==> src/core/ram_host_defines.svh <==
// timing counts and field positions for the latched-address ram host
//------------------------------------------------------------
// Summary of operation
//------------------------------------------------------------
// Summary of operation
// - Host keeps write strobe high for the whole of a read.
// - Host may hold output enable high in writes; data setup/hold still met.
// - Host never lowers select and output enable before the write strobe.
// - If select rises first, data setup and hold reference the select rise.
// - Strobe may stay low across writes; data then references each select rise.
// - All selects high for the minimum high time before any select falls.
// - Every new address comes with a fresh select high-to-low transition.
// - Never more than one bank selected when data buses are tied.
// - Decoder address bits stay valid at least the decoder address valid time.
// - Wide mode drives both banks alike; byte mode drives each bank alone.
// - Select stays low at least 250 ns per cycle.
// - Select falling edges at least 350 ns apart.
// - Strobe low at least 140 ns, and 140 ns before select rises.
// - Strobe low at least 250 ns from select fall.
`ifndef RAM_HOST_DEFINES_SVH
`define RAM_HOST_DEFINES_SVH

`define CLK_PERIOD_NS 20
`define ADDR_W 14
`define BANK_SEL_BIT 14
`define ADDR_SETUP_NS 20
`define MIN_SELECT_HIGH_TIME_NS 100
`define SELECT_LOW_NS 250
`define CYCLE_NS 350
`define STROBE_LOW_NS 140
`define STROBE_HOLD_NS 250
`define WRITE_DATA_SETUP_NS 20
`define WRITE_DATA_HOLD_NS 70
`define DECODER_ADDRESS_VALID_TIME_NS 270
`define ACCESS_NS 250
`define OUT_DISABLE_NS 150
`define SYNC_STAGES 2
`define CYC(ns) (((ns) + `CLK_PERIOD_NS - 1) / `CLK_PERIOD_NS)
`define SETUP_CYC `CYC(`ADDR_SETUP_NS)
`define HIGH_CYC `CYC(`MIN_SELECT_HIGH_TIME_NS)
`define LOW_CYC `CYC(`SELECT_LOW_NS)
`define CYCLE_CYC `CYC(`CYCLE_NS)
`define STROBE_CYC `CYC(`STROBE_LOW_NS)
`define WR_LOW_CYC `CYC(`STROBE_HOLD_NS)
`define HOLD_CYC `CYC(`WRITE_DATA_HOLD_NS)
`define AVALID_CYC `CYC(`DECODER_ADDRESS_VALID_TIME_NS)
`define RD_LOW_CYC (`CYC(`ACCESS_NS) + `SYNC_STAGES)
`define RECOVER_CYC `CYC(`OUT_DISABLE_NS)

`endif

==> src/core/ram_host_pkg.sv <==
// types for the latched-address ram host
package ram_host_pkg;
  typedef struct packed {
    logic we;
    logic [14:0] addr;
    logic [15:0] wdata;
  } req_t;

  typedef struct packed {
    logic [13:0] addr;
    logic sel_a;
    logic sel_b;
    logic write_n;
    logic oe_a_n;
    logic oe_b_n;
    logic [15:0] dq_out;
    logic dq_oe;
  } pin_t;

  typedef enum logic [4:0] {
    ST_IDLE = 5'b00001,
    ST_SETUP = 5'b00010,
    ST_ACT = 5'b00100,
    ST_WEND = 5'b01000,
    ST_REC = 5'b10000
  } state_t;
endpackage

==> src/core/ram_host.sv <==
// host controller driving the latched-address ram module pins
`timescale 1ns/10ps
`include "ram_host_defines.svh"

module ram_host (
  // clock and reset
  input wire logic clk,
  input wire logic rst_n,
  // user request and answer
  input wire logic org_wide,
  input wire logic req_valid,
  input wire ram_host_pkg::req_t req,
  output logic req_ready,
  output logic rsp_valid,
  output logic [15:0] rsp_data,
  // module pins
  output logic [13:0] mem_addr,
  output logic bank_a_select_low_one,
  output logic bank_a_select_low_two,
  output logic bank_a_select_high,
  output logic bank_b_select_low_one,
  output logic bank_b_select_low_two,
  output logic bank_b_select_high,
  output logic bank_a_output_enable_n,
  output logic bank_b_output_enable_n,
  output logic write_n,
  input wire logic [7:0] dq_a_in,
  output logic [7:0] dq_a_out,
  output logic dq_a_oe,
  input wire logic [7:0] dq_b_in,
  output logic [7:0] dq_b_out,
  output logic dq_b_oe
);

  //------------------------------------------------------------
  // state
  //------------------------------------------------------------
  ram_host_pkg::state_t state_r, state_nxt;
  ram_host_pkg::pin_t pin_r, pin_nxt;
  ram_host_pkg::req_t cur_r, cur_nxt;
  logic [4:0] cnt_r, cnt_nxt;
  logic rsp_valid_r, rsp_valid_nxt;
  logic [15:0] rsp_data_r, rsp_data_nxt;
  logic [15:0] dq_s1_r, dq_s2_r;
  logic use_a, use_b;
  logic [7:0] rd_byte;

  // bank choice: wide mode both, byte mode by top address bit
  // bank steering
  assign use_a = org_wide | ~cur_r.addr[`BANK_SEL_BIT];
  assign use_b = org_wide | cur_r.addr[`BANK_SEL_BIT];
  assign rd_byte = cur_r.addr[`BANK_SEL_BIT] ? dq_s2_r[15:8] : dq_s2_r[7:0];

  // sequence of one access
  always_comb
  begin
    state_nxt = state_r;
    pin_nxt = pin_r;
    cur_nxt = cur_r;
    cnt_nxt = cnt_r + 5'd1;
    rsp_valid_nxt = 1'b0;
    rsp_data_nxt = rsp_data_r;
    case (state_r)
      ram_host_pkg::ST_IDLE:
      begin
        cnt_nxt = 5'd0;
        if (req_valid)
        begin
          cur_nxt = req;
          pin_nxt.addr = req.addr[13:0];
          pin_nxt.dq_out = org_wide ? req.wdata : {req.wdata[7:0], req.wdata[7:0]};
          pin_nxt.dq_oe = req.we;
          state_nxt = ram_host_pkg::ST_SETUP;
        end
      end
      ram_host_pkg::ST_SETUP:
      begin
        if (cnt_r == 5'(`SETUP_CYC - 1))
        begin
          // strobe falls with select in a write, output enable falls with it in a read
          pin_nxt.sel_a = use_a;
          pin_nxt.sel_b = use_b;
          pin_nxt.write_n = ~cur_r.we;
          pin_nxt.oe_a_n = cur_r.we | ~use_a;
          pin_nxt.oe_b_n = cur_r.we | ~use_b;
          cnt_nxt = 5'd0;
          state_nxt = ram_host_pkg::ST_ACT;
        end
      end
      ram_host_pkg::ST_ACT:
      begin
        if (cur_r.we && cnt_r == 5'(`WR_LOW_CYC - 1))
        begin
          // strobe rises first, data held four cycles past its edge
          pin_nxt.write_n = 1'b1;
          cnt_nxt = 5'd0;
          state_nxt = ram_host_pkg::ST_WEND;
        end
        else if (!cur_r.we && cnt_r == 5'(`RD_LOW_CYC - 1))
        begin
          rsp_valid_nxt = 1'b1;
          rsp_data_nxt = org_wide ? dq_s2_r : {8'h00, rd_byte};
          pin_nxt.sel_a = 1'b0;
          pin_nxt.sel_b = 1'b0;
          pin_nxt.oe_a_n = 1'b1;
          pin_nxt.oe_b_n = 1'b1;
          cnt_nxt = 5'd0;
          state_nxt = ram_host_pkg::ST_REC;
        end
      end
      ram_host_pkg::ST_WEND:
      begin
        if (cnt_r == 5'(`HOLD_CYC - 1))
        begin
          pin_nxt.sel_a = 1'b0;
          pin_nxt.sel_b = 1'b0;
          pin_nxt.dq_oe = 1'b0;
          cnt_nxt = 5'd0;
          state_nxt = ram_host_pkg::ST_REC;
        end
      end
      ram_host_pkg::ST_REC:
      begin
        // selects stay high before next fall
        if (cnt_r == 5'(`RECOVER_CYC - 1))
        begin
          state_nxt = ram_host_pkg::ST_IDLE;
        end
      end
      default:
      begin
        state_nxt = ram_host_pkg::ST_IDLE;
      end
    endcase
  end

  // registers and data pin synchroniser
  always_ff @(posedge clk or negedge rst_n)
  begin
    if (!rst_n)
    begin
      state_r <= ram_host_pkg::ST_IDLE;
      pin_r <= '{addr: 14'h0000, sel_a: 1'b0, sel_b: 1'b0, write_n: 1'b1, oe_a_n: 1'b1,
                 oe_b_n: 1'b1, dq_out: 16'h0000, dq_oe: 1'b0};
      cur_r <= '0;
      cnt_r <= 5'd0;
      rsp_valid_r <= 1'b0;
      rsp_data_r <= 16'h0000;
      dq_s1_r <= 16'h0000;
      dq_s2_r <= 16'h0000;
    end
    else
    begin
      state_r <= state_nxt;
      pin_r <= pin_nxt;
      cur_r <= cur_nxt;
      cnt_r <= cnt_nxt;
      rsp_valid_r <= rsp_valid_nxt;
      rsp_data_r <= rsp_data_nxt;
      dq_s1_r <= {dq_b_in, dq_a_in};
      dq_s2_r <= dq_s1_r;
    end
  end

  //------------------------------------------------------------
  // outputs
  //------------------------------------------------------------
  // third select active high
  assign bank_a_select_low_one = ~pin_r.sel_a;
  assign bank_a_select_low_two = ~pin_r.sel_a;
  assign bank_a_select_high = pin_r.sel_a;
  assign bank_b_select_low_one = ~pin_r.sel_b;
  assign bank_b_select_low_two = ~pin_r.sel_b;
  assign bank_b_select_high = pin_r.sel_b;
  assign bank_a_output_enable_n = pin_r.oe_a_n;
  assign bank_b_output_enable_n = pin_r.oe_b_n;
  assign write_n = pin_r.write_n;
  assign mem_addr = pin_r.addr;
  assign dq_a_out = pin_r.dq_out[7:0];
  assign dq_b_out = pin_r.dq_out[15:8];
  assign dq_a_oe = pin_r.dq_oe & use_a;
  assign dq_b_oe = pin_r.dq_oe & use_b;
  assign req_ready = (state_r == ram_host_pkg::ST_IDLE);
  assign rsp_valid = rsp_valid_r;
  assign rsp_data = rsp_data_r;

  //------------------------------------------------------------
  // checks
  //------------------------------------------------------------
  logic any_low;
  logic [4:0] lo_cnt_r, hi_cnt_r, fall_cnt_r, wl_cnt_r, av_cnt_r;
  logic [13:0] prev_addr_r;
  assign any_low = pin_r.sel_a | pin_r.sel_b;

  // saturating pin timers
  always_ff @(posedge clk or negedge rst_n)
  begin
    if (!rst_n)
    begin
      lo_cnt_r <= 5'd0;
      hi_cnt_r <= 5'd31;
      fall_cnt_r <= 5'd31;
      wl_cnt_r <= 5'd0;
      av_cnt_r <= 5'd0;
      prev_addr_r <= 14'h0000;
    end
    else
    begin
      lo_cnt_r <= any_low ? lo_cnt_r + {4'h0, lo_cnt_r != 5'd31} : 5'd0;
      hi_cnt_r <= !any_low ? hi_cnt_r + {4'h0, hi_cnt_r != 5'd31} : 5'd0;
      fall_cnt_r <= (any_low && lo_cnt_r == 5'd0) ? 5'd1 : fall_cnt_r + {4'h0, fall_cnt_r != 5'd31};
      wl_cnt_r <= !write_n ? wl_cnt_r + {4'h0, wl_cnt_r != 5'd31} : 5'd0;
      av_cnt_r <= (mem_addr == prev_addr_r) ? av_cnt_r + {4'h0, av_cnt_r != 5'd31} : 5'd0;
      prev_addr_r <= mem_addr;
    end
  end
endmodule

==> config.mk <==
export PLATFORM = sky130hd
export DESIGN_NAME = ram_host
export DESIGN_NICKNAME = d
export VERILOG_FILES = /design/src/core/ram_host_pkg.sv /design/src/core/ram_host.sv
export VERILOG_INCLUDE_DIRS = /design/src /design/src/core
export SDC_FILE = /design/constraint.sdc
export NUM_CORES = 1
export LEC_CHECK = 0
export CAP_MARGIN = 20
export CORE_MARGIN = 2
export CORE_UTILIZATION = 40
export DETAILED_ROUTE_END_ITERATION = 10
export DONT_BUFFER_PORTS = 1
export GPL_ROUTABILITY_DRIVEN = 0
export SYNTH_ARGS = -nofsm -noshare
export SYNTH_HDL_FRONTEND = slang
export SYNTH_SLANG_ARGS = --single-unit
==> constraint.sdc <==
create_clock -name clk -period 2 [get_ports clk]
set_input_delay 0.4 -clock clk [delete_from_list [all_inputs] [get_ports clk]]
set_output_delay 0.4 -clock clk [all_outputs]
set_load 0.01 [all_outputs]
==> flow_summary_export.csv <==
group,metric,value,unit
run_status,outcome,"complete, but fails checks",
run_status,violations,"negative hold slack",
synth,yosysUniqueCellTypes,49,
synth,synth-seq-cells,97,
synth,synth_edf_count,0,
global_routing,grt_start_max_net_pins,98,
worst_setup_path,cp_max_fo,11,
worst_setup_path,path_cells,"nor2_1 > nand3_1 > inv_1",
sta,report.final.hold_viol_count,97,
sta,clock.fmax,535,MHz
die,dieArea,0.0112,mm^2
placed_design,dpl.hpwl,5.09,mm
detailed_routing,wl,7.33,mm
power_and_ir_drop,p_int,3.73,mW
synth,syn_area_per_cell,12.4,um^2
sta,skew,0.0107,ns
placed_design,post-place-ws,0.132,ns
clocking,cts_buffers,9,
die,initial_core_util,40.5,%
final_layout,final_common_cell,"dfrtp_1",
global_routing,grt_pass1_wl,11.8,mm
synth,seq_area_frac_synth,58.9,%
sta,fin_ws,0.131,ns
detailed_routing,drt-vias-per-instance,4.99,
sta,period_minus_slack,1.87,ns
die,core,0.0102,mm^2
worst_setup_path,path_delay_family,"flip-flops",
power_and_ir_drop,leakage,1.92,nW
sta,tightest_slew,0.507,ns
final_layout,multiInputGateArea,0.00133,mm^2
detailed_routing,final_antenna_net_count,0,
synth,synthesis.area,0.00413,mm^2
clocking,cts.htree.levels,3,
worst_hold_path,min_path_type,"in2async",
worst_setup_path,critPathArrivalTime,1.47,ns
synth,async_reset_ff_share,100,%
power_and_ir_drop,p_seq_share,52.4,%
clocking,clock_sinks,97,
detailed_routing,drc,0,
final_layout,final_cell_mix,"dfrtp_1 (93), nand2_1 (37), mux2_2 (25)",
worst_setup_path,start_kind,"flip-flop",
global_routing,grt_use_total,13.7,%
power_and_ir_drop,power.density,1390,mW/mm^2
worst_setup_path,cp.required,1.60,ns
detailed_routing,via_count,2204,
final_layout,seqCellArea,0.00243,mm^2
sta,fin_crit_sh,93.4,%
die,die_w,106,um
die,rows,37,
sta,setup_viol,0,
sta,max_slew_margin,65.7,%
synth,ys_warn_count,0,
final_layout,fillers,981,
sta,slew_viol_final,0,
sta,fin_setup_tns,0,ns
power_and_ir_drop,clkPwrFrac,21.7,%
power_and_ir_drop,peakVddDrop,492,uV
global_routing,grt_pass1_vias,2356,
worst_setup_path,critPathCaptureType,"output pin",
final_layout,stdcell_area,0.00419,mm^2
detailed_routing,dr.pass1.iters,4,
power_and_ir_drop,pwr-share-comb,25.8,%
final_layout,nets,356,
placed_design,portBuffers,0,
power_and_ir_drop,switchingPower,2.08,mW
placed_design,placed_cell_area,0.00399,mm^2
worst_setup_path,path_buf_inv,1,
clocking,clkSlewWorstSetupHoldPaths,0.10,ns
clocking,clk_latency,0.36,ns
synth,synthFlopType,"dfrtp_1",
die,dieHeight,106,um
clocking,clk_path_buf_depth,2,
detailed_routing,drt_iter0_drc,84,
worst_setup_path,worst_path_max_delay_cell,"dfrtp_1",
run,drv_cap,0,
worst_setup_path,max_stage_delay,0.52,ns
detailed_routing,wl_per_cell,16.6,um
final_layout,insertedDiodeCount,0,
sta,rsz0062_at_grt,"no",
global_routing,antenna_found_initial,0,
die,boundaryPins,111,
clocking,cts-root-buf,"clkbuf_8",
global_routing,gr-total-overflow,0,
worst_setup_path,path_class,"reg2out",
final_layout,final_util,41.1,%
synth,synth_nets,389,
worst_setup_path,reg2reg_slack,0.16,ns
final_layout,drive_gt1_share,19.6,%
sta,hold_ws,-0.277,ns
power_and_ir_drop,sw_frac_of_total,35.8,%
synth,synthesis.instances,334,
clocking,cts_tree,"built",
final_layout,syn2layout_area_growth,1.39,%
path summary, 6_finish.rpt:
path,from,to,depth (start not counted)
max in group asynchronous,rst_n,write_n,0
min in group clk,dq_a_in[2],dq_s1_r[2],0
worst min register to register,dq_s1_r[14],dq_s2_r[14],0
worst max-delay path,state_r[3],req_ready,3
worst min-delay path,rst_n,dq_s2_r[4],0
worst max register to register,state_r[3],rsp_data[9],5
what timing repair did:
action                                 4_1_cts  5_1_grt
endpoints found under the hold margin       97       97
buffers inserted                             0        0
setup endpoints to repair                    0        5
resized for setup                            0        1
power groups by stage:
| stage | Sequential [mW] | Clock [mW] | Combinational (mW) |
|---|---|---|---|
| 2_1_floorplan | 2.72 | 0 | 1.99 |
| 4_1_cts | 3.05 | 1.32 | 1.52 |
| 3_5_place_dp | 3.08 | 0 | 1.52 |
| 5_1_grt | 3.12 | 1.40 | 1.68 |
| 3_3_place_gp | 3.07 | 0 | 1.48 |
| 6_report | 3.04 | 1.26 | 1.50 |
registers in the layout, summed over array words and instances (netlist names):
| name | flops |
|---|---|
| cnt_r | 5 |
| pin_r | 1 |
| state_r | 5 |
| write_n | 1 |
| dq_s2_r | 16 |
| dq_s1_r | 16 |
| dq_a_out | 8 |
| bank_a_select_high | 1 |
| rsp_valid | 1 |
| mem_addr | 13 |
| dq_b_out | 8 |
| bank_b_select_high | 1 |
| bank_b_output_enable_n | 1 |
| rsp_data | 16 |
| cur_r | 3 |
| bank_a_output_enable_n | 1 |
cell usage after synthesis, types with 2 or more instances:
cell type / count / area (um^2)
a211o_1: 2 / 17.5
a211oi_1: 2 / 15.0
a21oi_1: 4 / 20.0
buf_2: 6 / 30.0
buf_4: 32 / 240
buf_6: 6 / 67.6
clkbuf_1: 2 / 7.51
dfrtp_1: 93 / 2330
dfstp_2: 4 / 105
ha_1: 3 / 37.5
inv_1: 7 / 26.3
mux2_2: 25 / 282
mux2_4: 2 / 30.0
mux2i_1: 18 / 180
nand2_1: 37 / 139
nand2b_1: 4 / 25.0
nand3_1: 8 / 40.0
nand4_1: 2 / 12.5
nor2_1: 15 / 56.3
nor2b_1: 3 / 18.8
nor4b_1: 3 / 26.3
o211ai_1: 2 / 15.0
o21ai_0: 9 / 45.0
o21ai_1: 16 / 80.1
or3_1: 2 / 12.5
xnor2_1: 2 / 17.5
xor2_1: 3 / 26.3
logic make-up after synthesis:
| family | after synthesis | synth area share [%] |
|---|---|---|
| AOI/OAI and AO/OA | 46 | 7.79 |
| adders and majority gates | 3 | 0.909 |
| DFF | 97 | 58.9 |
| xor gates and xnor gates | 5 | 1.06 |
| buffers and inverters | 54 | 9.09 |
| muxes | 45 | 11.9 |
| and+or+nand+nor | 84 | 10.3 |
per-stage QoR:
| stage | power, mW | cells |
|---|---|---|
| floorplan | 4.71 | 334 |
| global placement | 4.55 | 426 |
| detailed placement | 4.60 | 426 |
| CTS | 5.89 | 442 |
| global route | 6.20 | 442 |
| finish | 5.80 | 442 |
worst register-to-register path, delay by kind of cell, from the launching register on:
kind                   cells  cell delay [ns]
AOI/OAI and AO/OA          1             0.06
buffers and inverters      1             0.29
DFF                        1             0.52
and+or+nand+nor            3             0.84
layout make-up:
cell class	count	share of cell area [%]
Inverter	7	0.628
Tap cell	136	4.06
Clock inverter	6	1.37
Multi-Input combinational cell	183	31.7
Clock buffer	10	3.29
Sequential cell	97	58.1
Timing Repair Buffer	3	0.837
routing by layer:
layer  track usage, %  wire length [um]  vias to the layer above
li1                 -                 -                     1039
met5                0                 0                        -
met2             21.2              3420                       77
met3             4.45               509                       15
met4             7.05               209                        0
met1             17.2              3190                     1073
No activity file was read; power rests on OpenSTA's default activity.
